<file path="config.mk">
export PLATFORM = sky130hd
export DESIGN_NAME = dual_legacy_counter_timer
export DESIGN_NICKNAME = d
export VERILOG_FILES = /design/src/legacy_timer_pkg.sv /design/src/timer_source_if.sv /design/src/pin_event_sync.sv /design/src/clock_prescaler.sv /design/src/dual_legacy_counter_timer.sv
export VERILOG_INCLUDE_DIRS = /design/src /design/src/src
export SDC_FILE = /design/constraint.sdc
export NUM_CORES = 1
export LEC_CHECK = 0
export ABC_AREA = 1
export BUFFER_PORTS_ARGS = -buffer_cell sky130_fd_sc_hd__buf_2
export CELL_PAD_IN_SITES_DETAIL_PLACEMENT = 0
export CELL_PAD_IN_SITES_GLOBAL_PLACEMENT = 1
export CORE_UTILIZATION = 38
export CTS_BUF_LIST = sky130_fd_sc_hd__clkbuf_4 sky130_fd_sc_hd__clkbuf_8 sky130_fd_sc_hd__clkbuf_16
export DETAILED_ROUTE_END_ITERATION = 8
export PLACE_DENSITY = 0.79
export SLEW_MARGIN = 10
export SYNTH_ARGS = -nofsm -noshare
export SYNTH_HDL_FRONTEND = slang
export SYNTH_HIERARCHICAL = 1
export SYNTH_SLANG_ARGS = --single-unit
</file>
<file path="constraint.sdc">
create_clock -name pclk -period 1.7 [get_ports pclk]
set_input_delay 0.085 -clock pclk [delete_from_list [all_inputs] [get_ports pclk]]
set_output_delay 0.085 -clock pclk [all_outputs]
set_load 0.03 [all_outputs]
</file>
<file path="src/legacy_timer_defs.svh">
`ifndef LEGACY_TIMER_DEFS_SVH
`define LEGACY_TIMER_DEFS_SVH

// Register byte addresses
`define LT_ADDR_FIRST_LOW 8'h00
`define LT_ADDR_FIRST_HIGH 8'h04
`define LT_ADDR_SECOND_LOW 8'h08
`define LT_ADDR_SECOND_HIGH 8'h0C
`define LT_ADDR_CONTROL 8'h10
`define LT_ADDR_MODE 8'h14
`define LT_ADDR_CLOCK 8'h18
`define LT_ADDR_GATE_CFG 8'h1C
`define LT_ADDR_IRQ_EN 8'h20

// Control/status fields, timer n at these base positions
`define LT_CTL_RUN0 4
`define LT_CTL_OVF0 5
`define LT_CTL_RUN1 6
`define LT_CTL_OVF1 7

// Mode register: four bits per timer, mode at +0, count select at +2, gate at +3
`define LT_MODE_STRIDE 4
`define LT_MODE_SEL 0
`define LT_MODE_CT 2
`define LT_MODE_GATE 3

// Clock control fields
`define LT_CLK_SCALE_LSB 0
`define LT_CLK_SRC0 3
`define LT_CLK_SRC1 4

// Gate polarity fields
`define LT_GATE_POL0 3
`define LT_GATE_POL1 7

// Interrupt enable fields
`define LT_IE_T0 1
`define LT_IE_T1 3

// Count wrap points
`define LT_TOP_13 13'h1FFF
`define LT_TOP_16 16'hFFFF
`define LT_TOP_8 8'hFF

// Reset values
`define LT_RST_BYTE 8'h00

// Prescaler table defaults
`define LT_DIV_CODE0 8'h02
`define LT_DIV_CODE1 8'h04
`define LT_DIV_CODE2 8'h08
`define LT_DIV_CODE3 8'h10

`endif

</file>
<file path="src/legacy_timer_pkg.sv">
package legacy_timer_pkg;

    typedef enum logic [1:0] {
        MODE_13BIT = 2'h0,
        MODE_16BIT = 2'h1,
        MODE_8BIT_RELOAD = 2'h2,
        MODE_HALTED = 2'h3
    } timer_mode_t;

    typedef enum logic [1:0] {
        APB_IDLE = 2'h1,
        APB_ACK = 2'h2
    } apb_phase_t;

    typedef struct packed {
        apb_phase_t phase;
        logic pready;
        logic pslverr;
        logic [31:0] prdata;
        logic [1:0][7:0] lo;
        logic [1:0][7:0] hi;
        logic [1:0] run;
        logic [1:0] ovf;
        logic [7:0] mode_cfg;
        logic [7:0] clk_cfg;
        logic [7:0] gate_cfg;
        logic [7:0] irq_en;
        logic [1:0] irq;
    } core_state_t;

    typedef struct packed {
        logic [3:0] s1;
        logic [3:0] s2;
        logic [3:0] s3;
        logic [3:0] stable;
        logic [1:0] fall;
        logic [1:0] gate;
    } sync_state_t;

    typedef struct packed {
        logic [7:0] cnt;
        logic tick;
    } scale_state_t;

endpackage

</file>
<file path="src/timer_source_if.sv">
`timescale 1ns/1ps
interface timer_source_if;
    logic [1:0] evt_fall;
    logic [1:0] gate_lvl;
    logic pre_tick;
    logic [1:0] scale;

    modport edge_src (output evt_fall, output gate_lvl);
    modport scale_src (input scale, output pre_tick);
    modport core (input evt_fall, input gate_lvl, input pre_tick, output scale);
endinterface

</file>
<file path="src/pin_event_sync.sv">
`timescale 1ns/1ps
module pin_event_sync
    import legacy_timer_pkg::*;
(
    input wire logic pclk,
    input wire logic presetn,
    input wire logic [1:0] event_pins,
    input wire logic [1:0] gate_pins,
    timer_source_if.edge_src src
);
    sync_state_t st_reg;
    sync_state_t st_next;
    logic [3:0] raw;

    assign raw = {gate_pins, event_pins};

    always_comb begin
        st_next = st_reg;
        st_next.s1 = raw;
        st_next.s2 = st_reg.s1;
        st_next.s3 = st_reg.s2;
        // A level counts only once two stages agree, filtering single-cycle glitches
        for (int i = 0; i < 4; i++) begin
            if (st_reg.s2[i] == st_reg.s3[i]) begin
                st_next.stable[i] = st_reg.s3[i];
            end
        end
        for (int i = 0; i < 2; i++) begin
            st_next.fall[i] = st_reg.stable[i] && (st_reg.s2[i] == st_reg.s3[i]) && !st_reg.s3[i];
        end
        st_next.gate = st_next.stable[3:2];
    end

    always_ff @(posedge pclk or negedge presetn) begin
        if (!presetn) begin
            st_reg <= '0;
        end else begin
            st_reg <= st_next;
        end
    end

    assign src.evt_fall = st_reg.fall;
    assign src.gate_lvl = st_reg.gate;
endmodule // pin_event_sync

</file>
<file path="src/clock_prescaler.sv">
`timescale 1ns/1ps
`include "legacy_timer_defs.svh"
module clock_prescaler
    import legacy_timer_pkg::*;
#(
    parameter logic [7:0] DIV_CODE0 = `LT_DIV_CODE0,
    parameter logic [7:0] DIV_CODE1 = `LT_DIV_CODE1,
    parameter logic [7:0] DIV_CODE2 = `LT_DIV_CODE2,
    parameter logic [7:0] DIV_CODE3 = `LT_DIV_CODE3
) (
    input wire logic pclk,
    input wire logic presetn,
    timer_source_if.scale_src src
);
    scale_state_t st_reg;
    scale_state_t st_next;

    function automatic logic [7:0] div_of(input logic [1:0] code);
        case (code)
            2'h0: div_of = DIV_CODE0;
            2'h1: div_of = DIV_CODE1;
            2'h2: div_of = DIV_CODE2;
            default: div_of = DIV_CODE3;
        endcase
    endfunction

    always_comb begin
        st_next = st_reg;
        st_next.tick = 1'b0;
        // Table lookup keeps divider ratios swappable per build
        if (st_reg.cnt + 8'h01 >= div_of(src.scale)) begin
            st_next.cnt = 8'h00;
            st_next.tick = 1'b1;
        end else begin
            st_next.cnt = st_reg.cnt + 8'h01;
        end
    end

    always_ff @(posedge pclk or negedge presetn) begin
        if (!presetn) begin
            st_reg <= '0;
        end else begin
            st_reg <= st_next;
        end
    end

    assign src.pre_tick = st_reg.tick;
endmodule // clock_prescaler

</file>
<file path="src/dual_legacy_counter_timer.sv">
`timescale 1ns/1ps
`include "legacy_timer_defs.svh"
module dual_legacy_counter_timer
    import legacy_timer_pkg::*;
#(
    parameter logic [7:0] DIV_CODE0 = `LT_DIV_CODE0,
    parameter logic [7:0] DIV_CODE1 = `LT_DIV_CODE1,
    parameter logic [7:0] DIV_CODE2 = `LT_DIV_CODE2,
    parameter logic [7:0] DIV_CODE3 = `LT_DIV_CODE3
) (
    input wire logic pclk,
    input wire logic presetn,
    input wire logic psel,
    input wire logic penable,
    input wire logic pwrite,
    input wire logic [7:0] paddr,
    input wire logic [31:0] pwdata,
    output logic [31:0] prdata,
    output logic pready,
    output logic pslverr,
    input wire logic first_event_pin,
    input wire logic second_event_pin,
    input wire logic first_gate_input,
    input wire logic second_gate_input,
    output logic first_timer_irq,
    output logic second_timer_irq
);
    core_state_t st_reg;
    core_state_t st_next;

    timer_source_if src ();

    pin_event_sync u_sync (
        .pclk(pclk),
        .presetn(presetn),
        .event_pins({second_event_pin, first_event_pin}),
        .gate_pins({second_gate_input, first_gate_input}),
        .src(src.edge_src)
    );

    clock_prescaler #(
        .DIV_CODE0(DIV_CODE0),
        .DIV_CODE1(DIV_CODE1),
        .DIV_CODE2(DIV_CODE2),
        .DIV_CODE3(DIV_CODE3)
    ) u_scale (
        .pclk(pclk),
        .presetn(presetn),
        .src(src.scale_src)
    );

    assign src.scale = st_reg.clk_cfg[`LT_CLK_SCALE_LSB +: 2];

    function automatic logic addr_mapped(input logic [7:0] a);
        case (a)
            `LT_ADDR_FIRST_LOW,
            `LT_ADDR_FIRST_HIGH,
            `LT_ADDR_SECOND_LOW,
            `LT_ADDR_SECOND_HIGH,
            `LT_ADDR_CONTROL,
            `LT_ADDR_MODE,
            `LT_ADDR_CLOCK,
            `LT_ADDR_GATE_CFG,
            `LT_ADDR_IRQ_EN: addr_mapped = 1'b1;
            default: addr_mapped = 1'b0;
        endcase
    endfunction

    function automatic logic [7:0] control_byte(input core_state_t s);
        logic [7:0] v;
        v = 8'h00;
        v[`LT_CTL_RUN0] = s.run[0];
        v[`LT_CTL_OVF0] = s.ovf[0];
        v[`LT_CTL_RUN1] = s.run[1];
        v[`LT_CTL_OVF1] = s.ovf[1];
        control_byte = v;
    endfunction

    function automatic logic [7:0] read_byte(input core_state_t s, input logic [7:0] a);
        case (a)
            `LT_ADDR_FIRST_LOW: read_byte = s.lo[0];
            `LT_ADDR_FIRST_HIGH: read_byte = s.hi[0];
            `LT_ADDR_SECOND_LOW: read_byte = s.lo[1];
            `LT_ADDR_SECOND_HIGH: read_byte = s.hi[1];
            `LT_ADDR_CONTROL: read_byte = control_byte(s);
            `LT_ADDR_MODE: read_byte = s.mode_cfg;
            `LT_ADDR_CLOCK: read_byte = s.clk_cfg;
            `LT_ADDR_GATE_CFG: read_byte = s.gate_cfg;
            `LT_ADDR_IRQ_EN: read_byte = s.irq_en;
            default: read_byte = 8'h00;
        endcase
    endfunction

    function automatic logic gate_pol(input core_state_t s, input int t);
        gate_pol = (t == 0) ? s.gate_cfg[`LT_GATE_POL0] : s.gate_cfg[`LT_GATE_POL1];
    endfunction

    function automatic logic clk_src_bit(input core_state_t s, input int t);
        clk_src_bit = (t == 0) ? s.clk_cfg[`LT_CLK_SRC0] : s.clk_cfg[`LT_CLK_SRC1];
    endfunction

    function automatic logic irq_en_bit(input core_state_t s, input int t);
        irq_en_bit = (t == 0) ? s.irq_en[`LT_IE_T0] : s.irq_en[`LT_IE_T1];
    endfunction

    logic [1:0] tick;
    logic [1:0] enable;
    logic [1:0] wrap;
    logic [1:0] set_ovf;
    logic [1:0][7:0] lo_cnt;
    logic [1:0][7:0] hi_cnt;
    logic do_write;
    logic [7:0] wbyte;

    // Count sources and enables, identical per timer
    always_comb begin
        tick = 2'h0;
        enable = 2'h0;
        for (int t = 0; t < 2; t++) begin
            logic [3:0] cfg;
            logic gate_open;
            cfg = st_reg.mode_cfg[t * `LT_MODE_STRIDE +: 4];
            if (cfg[`LT_MODE_CT]) begin
                tick[t] = src.evt_fall[t];
            end else if (clk_src_bit(st_reg, t)) begin
                tick[t] = 1'b1;
            end else begin
                tick[t] = src.pre_tick;
            end
            // Gate input two uses its own polarity bit
            gate_open = (src.gate_lvl[t] == gate_pol(st_reg, t));
            enable[t] = st_reg.run[t] && (!cfg[`LT_MODE_GATE] || gate_open);
        end
    end

    // Count step per mode
    always_comb begin
        wrap = 2'h0;
        lo_cnt = st_reg.lo;
        hi_cnt = st_reg.hi;
        for (int t = 0; t < 2; t++) begin
            logic [12:0] c13;
            logic [15:0] c16;
            c13 = {st_reg.hi[t], st_reg.lo[t][4:0]};
            c16 = {st_reg.hi[t], st_reg.lo[t]};
            if (tick[t] && enable[t]) begin
                case (timer_mode_t'(st_reg.mode_cfg[t * `LT_MODE_STRIDE +: 2]))
                    MODE_13BIT: begin
                        wrap[t] = (c13 == `LT_TOP_13);
                        c13 = c13 + 13'h0001;
                        // Upper low-byte bits just hold their old value
                        lo_cnt[t] = {st_reg.lo[t][7:5], c13[4:0]};
                        hi_cnt[t] = c13[12:5];
                    end
                    MODE_16BIT: begin
                        wrap[t] = (c16 == `LT_TOP_16);
                        c16 = c16 + 16'h0001;
                        lo_cnt[t] = c16[7:0];
                        hi_cnt[t] = c16[15:8];
                    end
                    MODE_8BIT_RELOAD: begin
                        wrap[t] = (st_reg.lo[t] == `LT_TOP_8);
                        lo_cnt[t] = wrap[t] ? st_reg.hi[t] : st_reg.lo[t] + 8'h01;
                        hi_cnt[t] = st_reg.hi[t];
                    end
                    MODE_HALTED: begin
                        // Split mode not built; timer simply holds
                        wrap[t] = 1'b0;
                    end
                    default: begin
                        wrap[t] = 1'b0;
                    end
                endcase
            end
        end
        set_ovf = wrap;
    end

    assign do_write = (st_reg.phase == APB_ACK) && psel && penable && pwrite && addr_mapped(paddr);
    assign wbyte = pwdata[7:0];

    always_comb begin
        st_next = st_reg;
        // Counting never clears on run, only steps from what is held
        st_next.lo = lo_cnt;
        st_next.hi = hi_cnt;
        st_next.ovf = st_reg.ovf | set_ovf;

        case (st_reg.phase)
            APB_IDLE: begin
                if (psel && !penable) begin
                    // Read data is captured in setup, one cycle before the sample edge
                    st_next.prdata = {24'h000000, read_byte(st_reg, paddr)};
                    st_next.pslverr = !addr_mapped(paddr);
                    st_next.pready = 1'b1;
                    st_next.phase = APB_ACK;
                end
            end
            APB_ACK: begin
                st_next.pready = 1'b0;
                st_next.pslverr = 1'b0;
                st_next.phase = APB_IDLE;
            end
            default: begin
                st_next.pready = 1'b0;
                st_next.pslverr = 1'b0;
                st_next.phase = APB_IDLE;
            end
        endcase

        if (do_write) begin
            case (paddr)
                `LT_ADDR_FIRST_LOW: st_next.lo[0] = wbyte;
                `LT_ADDR_FIRST_HIGH: st_next.hi[0] = wbyte;
                `LT_ADDR_SECOND_LOW: st_next.lo[1] = wbyte;
                `LT_ADDR_SECOND_HIGH: st_next.hi[1] = wbyte;
                `LT_ADDR_CONTROL: begin
                    st_next.run[0] = wbyte[`LT_CTL_RUN0];
                    st_next.run[1] = wbyte[`LT_CTL_RUN1];
                    // A hardware set in the same cycle beats a software clear
                    st_next.ovf[0] = wbyte[`LT_CTL_OVF0] | set_ovf[0];
                    st_next.ovf[1] = wbyte[`LT_CTL_OVF1] | set_ovf[1];
                end
                `LT_ADDR_MODE: st_next.mode_cfg = wbyte;
                `LT_ADDR_CLOCK: st_next.clk_cfg = wbyte;
                `LT_ADDR_GATE_CFG: st_next.gate_cfg = wbyte;
                `LT_ADDR_IRQ_EN: st_next.irq_en = wbyte;
                default: st_next.irq_en = st_reg.irq_en;
            endcase
        end

        for (int t = 0; t < 2; t++) begin
            st_next.irq[t] = st_next.ovf[t] && irq_en_bit(st_next, t);
        end
    end

    always_ff @(posedge pclk or negedge presetn) begin
        if (!presetn) begin
            st_reg <= '0;
            st_reg.phase <= APB_IDLE;
        end else begin
            st_reg <= st_next;
        end
    end

    assign prdata = st_reg.prdata;
    assign pready = st_reg.pready;
    assign pslverr = st_reg.pslverr;
    assign first_timer_irq = st_reg.irq[0];
    assign second_timer_irq = st_reg.irq[1];
endmodule // dual_legacy_counter_timer

</file>
* Yosys cells after proc, flatten, opt, wreduce, memory -nomap -nowiden
Cells that the tools add are included.
** Word-level totals
- Flip-flop bits (word level) :: 109
- Output and inout bits :: 36
- Logic and storage cells :: 141
** Cells by class
- Add/sub/neg operators :: 7
- $lt $le $gt $ge :: 1
- Eq/ne operators :: 31
- Muxes and demuxes :: 39
- Bitwise logic cells :: 3
- Reductions and logical operators :: 34
** Operators with widths (count)
- 8-bit 2-to-1 mux :: 15
- 8-bit one-hot mux with 9 select lines :: 1
- 68-bit 2-to-1 mux :: 1
- 8-bit one-hot mux with 3 select lines :: 2
- 36-bit 2-to-1 mux :: 1
- 16-bit by 1-bit adder with 16-bit output (second input constant) :: 2
- 16-bit == test (second input constant) :: 2
- 8-bit by 5-bit == test with 1-bit output (second input constant) :: 4
- 8-bit one-hot mux with 2 select lines :: 2
- 13-bit by 1-bit adder with 13-bit output (second input constant) :: 2
- 13-bit == test (second input constant) :: 2
- 8-bit by 1-bit adder with 8-bit output (second input constant) :: 3
- 8-bit by 4-bit == test with 1-bit output (second input constant) :: 2
- 8-bit == test (second input constant) :: 2
- 1-bit logical AND :: 15
- 5-bit one-hot mux with 3 select lines :: 1
- 2-bit == test (second input constant) :: 6
- 1-bit 2-to-1 mux :: 12
- 2-bit AND reduction :: 6
- 9-bit OR reduction :: 1
- 2-bit by 1-bit == test with 1-bit output (second input constant) :: 4
- 8-bit by 3-bit == test with 1-bit output (second input constant) :: 1
- 8-bit by 6-bit == test with 1-bit output (second input constant) :: 1
- 8-bit by 5-bit greater-or-equal comparator with 1-bit output :: 1
- other kinds (10) :: 26

* Depth between registers and ports, before layout
Gate-level depths: netlist of the first run.
- Depth after elaboration :: 9
- Mapped depth :: 14

* Cells and area by module
Netlist of the first run, hierarchy kept.
** By module, submodules not included
- dual_legacy_counter_timer :: times used 1, cells an instance 962, area an instance 6114.6 µm², seq. area each 2028.2 µm²
- clock_prescaler :: times used 1, cells an instance 68, area an instance 556.8 µm², seq. area each 225.2 µm²
- pin_event_sync :: times used 1, cells an instance 40, area an instance 555.5 µm², seq. area each 450.4 µm²

* Worst setup path before layout of the first run
OpenSTA, ideal clock, no wires.
- Path type :: register to register
- Start :: register st_reg[105] (netlist bit)
- End :: register st_reg[32] (netlist bit)
- Arrival :: 1622 ps
- Required time :: 1575 ps
- Path slack :: -47 ps
- Stages on the path, launching flop included :: 9
- Path buffers :: 1
- Clock period less this slack :: 1747 ps
- Cells stage by stage :: dfrtp_1 -> nand3_1 -> nor2_1 -> nand2_4 -> inv_6 -> nand3_4 -> buf_6 -> nand2_2 -> o21ai_2
** On the way
- Longest elaborated chain between the ends :: 6
** RTL lines
- start: declaration :: line dual_legacy_counter_timer.sv:28 : core_state_t st_reg;
- start signal: assignment :: line dual_legacy_counter_timer.sv:242 : st_reg <= st_next;
- 2-bit == test :: line dual_legacy_counter_timer.sv:179 : assign do_write = (st_reg.phase == APB_ACK) && psel && penable && pwrite && addr_mapped(paddr);
- 1-bit logical AND (4 in a row) :: line dual_legacy_counter_timer.sv:179
- 2-bit AND reduction (no line)
Every way passes these cells.
A chain may end at the register's enable or synchronous reset.

==> results of run 1 <==
## cell usage in the layout (no fill, tap or decap), types with 6 or more instances in the layout
cell	n
clkbuf_16	9
conb_1	27
nand2_2	18
o22ai_1	10
dfrtp_2	6
nor2_1	82
a21oi_1	27
nand4_1	13
nand3_2	14
nand2_1	323
o21ai_2	19
inv_2	18
nor2_2	19
nor2_4	17
nand3_4	6
inv_1	119
nand3_1	84
dlygate4sd3_1	8
dfrtp_1	101
o21ai_0	48
nand2_4	17
buf_2	35
o21ai_1	38
buf_6	7
buf_4	98
## stage by stage
| step | setup TNS, ns | hold slack [ns] | setup WS [ns] | instance area, um2 |
|---|---|---|---|---|
| after floorplan | 0 | -0.211 | 0.0877 | 7320 |
| after global placement | -0.0437 | 0.0589 | -0.0437 | 8180 |
| after detailed placement | -0.128 | 0.0575 | -0.0701 | 8180 |
| after CTS | 0 | 0.00603 | 0.00177 | 8590 |
| after global routing | -0.662 | 0.0288 | -0.0773 | 9070 |
| final | 0 | 0.0189 | 0.0405 | 9070 |
## worst reg2reg max path, delay by kind of cell, from the launching register on
kind	cells	cell delay, ns
simple gates	9	0.58
fa+ha+maj	2	0.54
buf+inv	1	0.04
flops	1	0.42
## power by group through the flow
| stage | Clock [mW] | Combinational, mW | Sequential (mW) |
|---|---|---|---|
| 2_1_floorplan | 0 | 0.250 | 2.69 |
| 3_3_place_gp | 0 | 0.382 | 2.69 |
| 3_5_place_dp | 0 | 0.386 | 2.69 |
| 4_1_cts | 2.27 | 0.403 | 2.64 |
| 5_1_grt | 2.36 | 0.446 | 2.64 |
| 6_report | 2.22 | 0.409 | 2.64 |
## cells by family (layout without fill, tap and decap cells)
kind of cell               after synthesis  count (layout)  synth area share [%]
buffers and inverters                  193             308                  12.6
AOI/OAI and AO/OA                      152             152                  11.7
other                                    2              27                 0.104
xor gates and xnor gates                 5               5                 0.606
adders and majority gates                7               7                  1.21
DFF                                    108             108                  37.4
and+or+nand+nor                        603             603                  36.4
## worst paths after layout
check | endpoint | slack [ns] | cells after the start
max in group asynchronous | st_reg[104] | 0.91 | 3
hold reg to reg | u_sync/st_next[10] | 0.35 | 0
hold / removal | st_reg[66] | 0.02 | 3
setup / recovery | u_scale/st_reg[1] | 0.04 | 12
setup reg to reg | u_scale/st_reg[1] | 0.04 | 12
min in group asynchronous | st_reg[48] | 0.20 | 2
## cell type report
type | count | area, um2 | share of cell area (%)
clock buffers | 10 | 233 | 2.57
clock inverters | 6 | 71.3 | 0.787
inverters | 142 | 541 | 5.96
multi-input cells | 794 | 4110 | 45.3
flip-flops and latches | 108 | 2710 | 29.9
well taps | 234 | 293 | 3.23
repair buffers | 150 | 1110 | 12.2
## layer usage
layer | global-route usage [%] | up-vias
met1 | 32.7 | 3446
met4 | 8.73 | 0
met2 | 39.6 | 228
li1 | - | 3608
met5 | 0 | -
met3 | 3.56 | 34
## what timing repair did
| item | CTS | global route |
|---|---|---|
| hold endpoints to repair | 31 | 0 |
| cloned | 0 | 1 |
| pin swaps | 0 | 45 |
| setup endpoints to repair | 14 | 43 |
| hold buffers | 8 | 0 |
| gates resized for setup | 4 | 140 |
| setup buffers | 2 | 6 |
==> reports/metrics.cfg, run 1 <==
[synth]
netlist_area_mm2=0.00723
synth_cell_types=37
syn_area_per_cell_um2=6.75
synth_area_leaders=dfrtp_1 37%, nand2_1 18%, nand3_1 6.9%, inv_1 6.5%, nor2_1 5.6%
synth_cells=1070
synth_most_common_cell=nand2_1
yosysTopAreaCell=dfrtp_1
synth_seq_cells=108
synth_common_cells=340 x nand2_1, 126 x inv_1, 108 x nor2_1, 107 x dfrtp_1, 99 x nand3_1
ys_seq_area_share_pct=37.4
yosysWarnings=6
synth-async-reset-ratio_pct=100
synth-edff-count=0
synth.top_cell.area_share_pct=37.0
synth_ff_type=dfrtp_1

[power_and_ir_drop]
power_frac_comb_pct=7.8
finalPower_mw=5.27
switching_power_mw=1.36
p_clk_share_pct=42.2
p_leak_nw=4.73
sw_frac_of_total_pct=25.9
powerDensity_mw_per_mm2=581
pwr-share-seq_pct=50.1
irDropWorstVdd_v=0.000484
p_int_mw=3.90

[cts]
htree_levels=3
cts_root_buffer=clkbuf_16
cts_buffers=9
clock_path_buffers=2
clk_pin_slew_ns=0.07
cts_tree=built
insertion_delay_ns=0.36
cts_num_sinks=108

[route]
dr_wl_met3_um=1260
wl_met2_um=10700
drc_errors=0
drt_pre_antenna_iters=5
ant_nets=0
wire_per_inst_um=15.9
drt-met1-wl_um=10400
drt-total-wl_um=22900
vias=7316
vias_per_cell=5.07
routed.top_layer=met4
drt-initial-drc-count=607

[final_layout]
diodes=0
area_delta_synth_final_pct=25.5
drive_above_1_share_pct=25.5
finalNetCount=1261
largest_reg_flops=68
post-route-util_pct=48.6
layoutNonFillerInstCount=1444
fillCellCount=1962

[place]
dp.cells=1411
gp_congestion=0.936
dp.final_hpwl_um=17400
port_buffers=36

[timing]
setup_viol=0
post-route-period-util_pct=97.6
hold_viol=0
skew_ns=0.00808
slew_headroom_pct=60.1
drv_slew=0
max_slew.worst_pin.slew_ns=0.598
rsz0062_at_grt=yes
layout_min_cycle_time_ns=1.66
clock.fmax_ghz=0.603

[global_routing]
antenna_found_initial=0
groute.usage.overall_pct=24.3
grt_pass1_vias=6965
grt_max_degree=33
grt_pass1_wl_um=36600
overflow=0

[setup_path]
slowest_stage=dfrtp_1
crit_required_ns=1.95
startpoint_type=flop
crit_family=simple AND/OR/NAND/NOR gates
critPathArrivalTime_ns=1.91
cp.buffers_inverters=1
r2r_start=u_scale/st_reg[1]
startpoint=u_scale/st_reg[1]
cpMostUsedCell=nand2_1
critical_path.endpoint_type=flop
crit_chain=ha_4 -> inv_4 -> ha_4 -> nand2_2 -> nand2_1 -> nand2_1 -> nand2_1 -> nand2_1 -> nand2_1 -> nand2_2 -> nand3_4 -> nor2_2
critPathMaxStageDelay_ns=0.42
worstSetupPathType=flop to flop
critPathMaxFanout=6

[die]
die_area_mm2=0.0196
coreArea_mm2=0.0186
die_y_um=140
die_w_um=140
initial_core_util_pct=38.8
std_cell_rows=50
boundaryPins=85

[outcome]
run_status=finished clean

[flow_run]
max-cap-violations=0

[worst_hold_path]
hold_start=pwdata[4]
hp-class=input port to flop

Note: power is estimated with default switching activity, not from simulation.
==> run 2: changes to the inputs <==
--- a/config.mk
+++ b/config.mk
@@ -7,6 +7,7 @@
 export NUM_CORES = 1
 export LEC_CHECK = 0
 export ABC_AREA = 1
+export ABC_CLOCK_PERIOD_IN_PS = 1700
 export BUFFER_PORTS_ARGS = -buffer_cell sky130_fd_sc_hd__buf_2
 export CELL_PAD_IN_SITES_DETAIL_PLACEMENT = 0
 export CELL_PAD_IN_SITES_GLOBAL_PLACEMENT = 1
@@ -14,6 +15,7 @@
 export CTS_BUF_LIST = sky130_fd_sc_hd__clkbuf_4 sky130_fd_sc_hd__clkbuf_8 sky130_fd_sc_hd__clkbuf_16
 export DETAILED_ROUTE_END_ITERATION = 8
 export PLACE_DENSITY = 0.79
+export REMOVE_ABC_BUFFERS = 1
 export SLEW_MARGIN = 10
 export SYNTH_ARGS = -nofsm -noshare
 export SYNTH_HDL_FRONTEND = slang
==> reports/metrics.cfg, run 2 (same netlist as run 1, synthesis figures left out) <==
[flow_run]
max-cap-violations=0  ; unchanged

[route]
vias_per_cell=5.04  ; -0.55%
ant_nets=0  ; unchanged
drt-initial-drc-count=785  ; +29%
wire_per_inst_um=15.7  ; -1.5%
vias=7291  ; -0.34%
drt-total-wl_um=22700  ; -1.2%
drc_errors=0  ; unchanged
drt_pre_antenna_iters=5  ; unchanged

[final_layout]
layoutNonFillerInstCount=1447  ; +0.21%
layout_common_cells=315 x nand2_1, 121 x inv_1, 101 x dfrtp_1, 96 x buf_4, 85 x nand3_1
largest_reg_flops=68  ; unchanged
final_common_cell=nand2_1
finalNetCount=1264  ; +0.24%
post-route-util_pct=49.1  ; +0.47 points
drive_above_1_share_pct=26.5  ; +0.93 points
stdcell_area_mm2=0.00916  ; +0.97%
area_delta_synth_final_pct=26.7
diodes=0  ; unchanged

[die]
die_area_mm2=0.0196  ; unchanged
std_cell_rows=50  ; unchanged
boundaryPins=85  ; unchanged
initial_core_util_pct=38.8  ; unchanged
coreArea_mm2=0.0186  ; unchanged
die_y_um=140  ; unchanged
die_w_um=140  ; unchanged

[place]
gp_congestion=0.974  ; +4.1%
dp.final_hpwl_um=17400  ; about the same
dp.cells=1412  ; +0.071%
port_buffers=36  ; unchanged
placed_cell_area_mm2=0.00820  ; +0.21%

[global_routing]
grt_pass1_vias=6751  ; -3.1%
groute.usage.overall_pct=23.8  ; -0.45 points
overflow=0  ; unchanged
grt_max_degree=55  ; +67%
antenna_found_initial=0  ; unchanged
grt_pass1_wl_um=36000  ; -1.6%

[power_and_ir_drop]
p_leak_nw=4.77  ; +0.94%
irDropWorstVdd_v=0.000493  ; +1.8%
powerDensity_mw_per_mm2=561  ; -3.5%

[timing]
setup_viol=0  ; unchanged
fin_setup_tns_ns=0  ; unchanged
post-route-period-util_pct=97.6  ; about the same
skew_ns=0.00983  ; +0.00175 ns
slew_headroom_pct=61.8  ; +1.7 points
hold_viol=0  ; unchanged
drv_slew=0  ; unchanged
clock.fmax_ghz=0.603  ; about the same
max_slew.worst_pin.slew_ns=0.573  ; -0.0255 ns
rsz0062_at_grt=yes
layout_min_cycle_time_ns=1.66  ; +0.000129 ns

[setup_path]
startpoint=st_reg[54]
r2r_start=st_reg[54]
startpoint_type=flop
worstSetupPathType=flop to flop
critPathMaxFanout=6  ; unchanged
cpMostUsedCell=nand2_1
rrSetupSlack_ns=0.04  ; about the same
reg2reg_to=st_reg[60]
critPathArrivalTime_ns=1.91  ; about the same
crit_chain=ha_2 -> nand2_4 -> nor2_4 -> nand2_4 -> buf_6 -> o21ai_2 -> inv_1 -> nand2_1 -> nand3_1 -> nand2_1 -> nand3_1 -> nand2_1 -> inv_1
crit_path_end=st_reg[60]
slowest_stage=dfrtp_1
critPathMaxStageDelay_ns=0.39  ; -0.03 ns
critical_path.endpoint_type=flop
crit_required_ns=1.95  ; about the same
r2r_cells=13  ; +1

[cts]
clk_pin_slew_ns=0.08  ; about the same
cts_root_buffer=clkbuf_16
cts_buffers=9  ; unchanged
clock_path_buffers=2  ; unchanged
cts_num_sinks=108  ; unchanged
cts_tree=built
htree_levels=3  ; unchanged
insertion_delay_ns=0.36  ; about the same

[worst_hold_path]
hp-class=input port to flop

[outcome]
run_status=finished clean

run 2: cell count changes in the layout (fill, tap and decap cells not counted), sizes merged:
cell    delta
buf        +3
clkbuf     -1
clkinv     +2
bufinv     -1
run 2: layer usage:
layer	vias to the layer above	global-route usage, %	part of all wire, %	wire [um]
li1	3614	-	-	-
met1	3420	33.2	46	10400
met2	229	38.8	47	10700
met3	26	3.69	5.2	1190
met4	2	5.26	1.6	359
met5	-	1.50	0.19	42
run 2: worst min path at each step:
stage	slack [ns]	startpoint	depth (start not counted)	to
floorplan	-0.21	presetn	0	first_timer_irq
global placement	0.05	presetn	1	st_reg[39]
detailed placement	0.05	presetn	1	st_reg[39]
CTS	0.03	pwdata[1]	3	st_reg[39]
global route	0.04	pwdata[1]	3	st_reg[39]
finish	0.03	pwdata[1]	3	st_reg[39]
run 2: layout make-up:
type / count / area, um2
clock buffers: 9 / 225
clock inverters: 7 / 70.1
fillers: 1887 / 9490
inverters: 142 / 541
multi-input cells: 794 / 4160
flip-flops and latches: 108 / 2710
well taps: 234 / 293
repair buffers: 153 / 1160
run 2: per-stage QoR:
step                      hold WS (ns)  worst slack, ns  power [mW]
after floorplan                 -0.211           -0.187        2.88
after global placement          0.0511          -0.0326        3.06
after detailed placement        0.0511          -0.0762        3.07
after CTS                       0.0286          -0.0198        5.18
after global routing            0.0379          -0.0976        5.32
final                           0.0288           0.0404        5.13
run 2: what timing repair did:
action	4_1_cts	5_1_grt
pin swaps	1	43
hold endpoints to repair	34	0
gates cloned	0	0
gates resized for setup	13	147
hold buffers	8	0
setup buffers	5	6
endpoints found under the setup margin	20	42
run 2: worst max-delay path: cells and delay by family, from the launching register on:
family	cells	cell delay (ns)
AOI/OAI and AO/OA	1	0.10
adders and majority gates	1	0.22
buffers and inverters	3	0.24
DFF	1	0.39
and+or+nand+nor	8	0.58
run 2: where the power goes:
group | switching [mW] | leakage [nW] | internal, mW
clock | 1.06 | 0.147 | 1.04
sequential | 0.0257 | 1.30 | 2.61
combinational | 0.296 | 3.33 | 0.105
total | 1.38 | 4.77 | 3.75
==> run 3: changes to the inputs <==
--- a/config.mk
+++ b/config.mk
@@ -11,13 +11,13 @@
 export BUFFER_PORTS_ARGS = -buffer_cell sky130_fd_sc_hd__buf_2
 export CELL_PAD_IN_SITES_DETAIL_PLACEMENT = 0
 export CELL_PAD_IN_SITES_GLOBAL_PLACEMENT = 1
-export CORE_UTILIZATION = 38
+export CORE_MARGIN = 5
+export CORE_UTILIZATION = 39
 export CTS_BUF_LIST = sky130_fd_sc_hd__clkbuf_4 sky130_fd_sc_hd__clkbuf_8 sky130_fd_sc_hd__clkbuf_16
 export DETAILED_ROUTE_END_ITERATION = 8
-export PLACE_DENSITY = 0.79
+export PLACE_DENSITY = 0.8
 export REMOVE_ABC_BUFFERS = 1
 export SLEW_MARGIN = 10
 export SYNTH_ARGS = -nofsm -noshare
 export SYNTH_HDL_FRONTEND = slang
-export SYNTH_HIERARCHICAL = 1
 export SYNTH_SLANG_ARGS = --single-unit
==> reports/metrics.cfg, run 3 <==
[final_layout]
drive_above_1_share_pct=33.4  ; +7.0 points
area_delta_synth_final_pct=33.5
finalNetCount=1250  ; -1.1%
diodes=0  ; unchanged
layout_common_cells=296 x nand2_1, 129 x buf_4, 112 x inv_1, 102 x dfrtp_1, 70 x nand3_1
final_common_cell=nand2_1
stdcell_area_mm2=0.00948  ; +3.6%
largest_reg_flops=68  ; unchanged

[global_routing]
overflow=0  ; unchanged
antenna_found_initial=0  ; unchanged
grt_pass1_vias=6622  ; -1.9%
grt_pass1_wl_um=35300  ; -2.0%
grt_max_degree=69  ; +25%
groute.usage.overall_pct=20.9  ; -2.9 points

[route]
wl_met2_um=10500  ; -1.9%
ant_nets=0  ; unchanged
vias_per_cell=5.06  ; +0.37%
routed.top_layer=met4
drt-met1-wl_um=10600  ; +2.7%
wire_per_inst_um=16.2  ; +3.6%
drt_pre_antenna_iters=5  ; unchanged
drt-initial-drc-count=538  ; -31%
vias=7222  ; -0.95%
drt-total-wl_um=23200  ; +2.3%
drc_errors=0  ; unchanged
dr_wl_met3_um=1520  ; +28%

[synth]
synth-async-reset-ratio_pct=100  ; unchanged
synth_seq_cells=108  ; unchanged
yosysTopAreaCell=dfrtp_1
synth_cell_types=40  ; +8.1%
ys_seq_area_share_pct=38.1  ; +0.64 points
synth_top_family_by_area=simple AND/OR/NAND/NOR gates
synth_most_common_cell=nand2_1
synth_compound_area_share_pct=13.1  ; +1.4 points
synthSimpleGateAreaFrac_pct=34.5  ; -1.9 points
netlist_area_mm2=0.00711  ; -1.7%
yosysWarnings=0  ; -6
synth-edff-count=0  ; unchanged
synth-xor-area-share_pct=0.616  ; +0.010 points
synth_common_cells=329 x nand2_1, 122 x inv_1, 107 x dfrtp_1, 90 x nand3_1, 60 x o21ai_0
synth_ff_type=dfrtp_1
synthMuxAreaShare_pct=0  ; unchanged
synth_cells=1009  ; -5.7%
syn_area_per_cell_um2=7.04  ; +4.3%
synth_area_leaders=dfrtp_1 38%, nand2_1 17%, inv_1 6.4%, nand3_1 6.3%, o21ai_0 4.2%
synth.top_cell.area_share_pct=37.7  ; +0.63 points
synth-adder-area-share_pct=1.80  ; +0.58 points

[die]
die_y_um=145  ; +3.6%
boundaryPins=85  ; unchanged
die_area_mm2=0.0210  ; +7.4%
std_cell_rows=49  ; -2.0%
initial_core_util_pct=39.6  ; +0.79 points
coreArea_mm2=0.0180  ; -3.6%
die_w_um=145  ; +3.6%

[cts]
insertion_delay_ns=0.37  ; about the same
cts_root_buffer=clkbuf_16
cts_tree=built
clk_pin_slew_ns=0.08  ; about the same
clock_path_buffers=2  ; unchanged
cts_buffers=9  ; unchanged
cts_num_sinks=108  ; unchanged
htree_levels=3  ; unchanged

[setup_path]
critPathArrivalTime_ns=2.14  ; +0.23 ns
crit_required_ns=1.99  ; +0.04 ns
worstSetupPathType=flop to flop
critPathMaxFanout=3  ; -3
startpoint_type=flop
critical_path.endpoint_type=flop

[timing]
layout_setup_ws_ns=-0.152  ; -0.193 ns
clock.fmax_ghz=0.540  ; -10%
fin_setup_tns_ns=-0.826  ; -0.826 ns
post-route-period-util_pct=109  ; +11 points
drv_slew=0  ; unchanged
max_slew.worst_pin.slew_ns=0.545  ; -0.0276 ns
setup_viol=9  ; +9
whs_ns=0.0194  ; -0.00935 ns
hold_viol=0  ; unchanged
slew_headroom_pct=63.6  ; +1.8 points
skew_ns=0.0134  ; +0.00353 ns
layout_min_cycle_time_ns=1.85  ; +0.193 ns
rsz0062_at_grt=yes

[place]
placed_cell_area_mm2=0.00828  ; +1.0%
port_buffers=36  ; unchanged
place_ws_ns=-0.315  ; -0.239 ns
dp.final_hpwl_um=17200  ; -0.81%
gp_congestion=0.947  ; -2.7%

[flow_run]
max-cap-violations=0  ; unchanged

[power_and_ir_drop]
powerDensity_mw_per_mm2=553  ; -1.5%
p_leak_nw=4.82  ; +0.96%
irDropWorstVdd_v=0.000510  ; +3.6%
finalPower_mw=5.24  ; +2.1%

[worst_hold_path]
hp-class=input port to flop

[outcome]
violations=setup timing
run_status=finished with violations

## run 3: cell count changes in the layout (fill, tap and decap cells not counted), sizes merged, moves of 3 or more
cell,delta
nor2,-40
buf,+37
nand3,-10
inv,-9
nand2,-8
a21oi,+5
maj3,+4
o21ai,-4
a22oi,+3
nand4,-3
nor3,+3
## run 3: metrics by stage
step	instances	utilization (%)
floorplan	993	-
global placement	1379	46.1
detailed placement	1379	46.1
CTS	1410	49.3
global route	1428	52.8
finish	1428	52.8
## run 3: area by class of cell
class / count / area, um2
flip-flops and latches: 108 / 2710
multi-input cells: 749 / 4190
well taps: 229 / 287
clock inverters: 6 / 82.6
inverters: 136 / 534
repair buffers: 190 / 1440
clock buffers: 10 / 233
fillers: 1768 / 8480
## run 3: layer usage
layer,global-route usage [%],up-vias
met5,0,-
met4,5.18,0
met3,3.87,41
met2,32.0,261
met1,30.7,3359
li1,-,3561
## run 3: path summary, 6_finish.rpt
path | startpoint | endpoint | slack, ns | cells after the start
setup / recovery | u_scale.st_reg[1] | u_scale.st_reg[3] | -0.15 | 12
hold / removal | pwdata[3] | st_reg[57] | 0.02 | 3
setup reg to reg | u_scale.st_reg[1] | u_scale.st_reg[3] | -0.15 | 12
hold reg to reg | u_sync.st_next[14] | u_sync.st_next[10] | 0.35 | 0
max in group asynchronous | presetn | st_reg[104] | 0.83 | 3
min in group asynchronous | presetn | u_sync.st_next[15] | 0.16 | 2
## run 3: critical path: stages, from the launching register on
cell and delay [ns]:
dfrtp_2 0.41, nand3_2 0.11, nand2_2 0.09, inv_2 0.03, or2_4 0.24, inv_4 0.06
ha_4 0.19, nand3_2 0.06, nand2_1 0.05, o21ai_1 0.11, nand4_1 0.15, buf_4 0.18
nor3_2 0.09
## run 3: cells by family (layout without fill, tap and decap cells)
logic type | after synthesis | count (layout)
DFF | 108 | 108
xor gates and xnor gates | 5 | 5
adders and majority gates | 11 | 11
AOI/OAI and AO/OA | 157 | 157
buffers and inverters | 178 | 342
other | 1 | 27
and+or+nand+nor | 549 | 549
## run 3: what timing repair did
| item | in CTS | in global routing |
|---|---|---|
| pin swaps | 3 | 61 |
| hold endpoints to repair | 47 | 0 |
| hold buffers | 8 | 0 |
| gates resized for setup | 33 | 167 |
| setup endpoints to repair | 34 | 39 |
| buffers inserted | 7 | 19 |
## run 3: report_power, final
part | switching [mW] | internal, mW
Sequential | 0.0254 | 2.61
Combinational | 0.280 | 0.103
Clock | 1.03 | 1.19
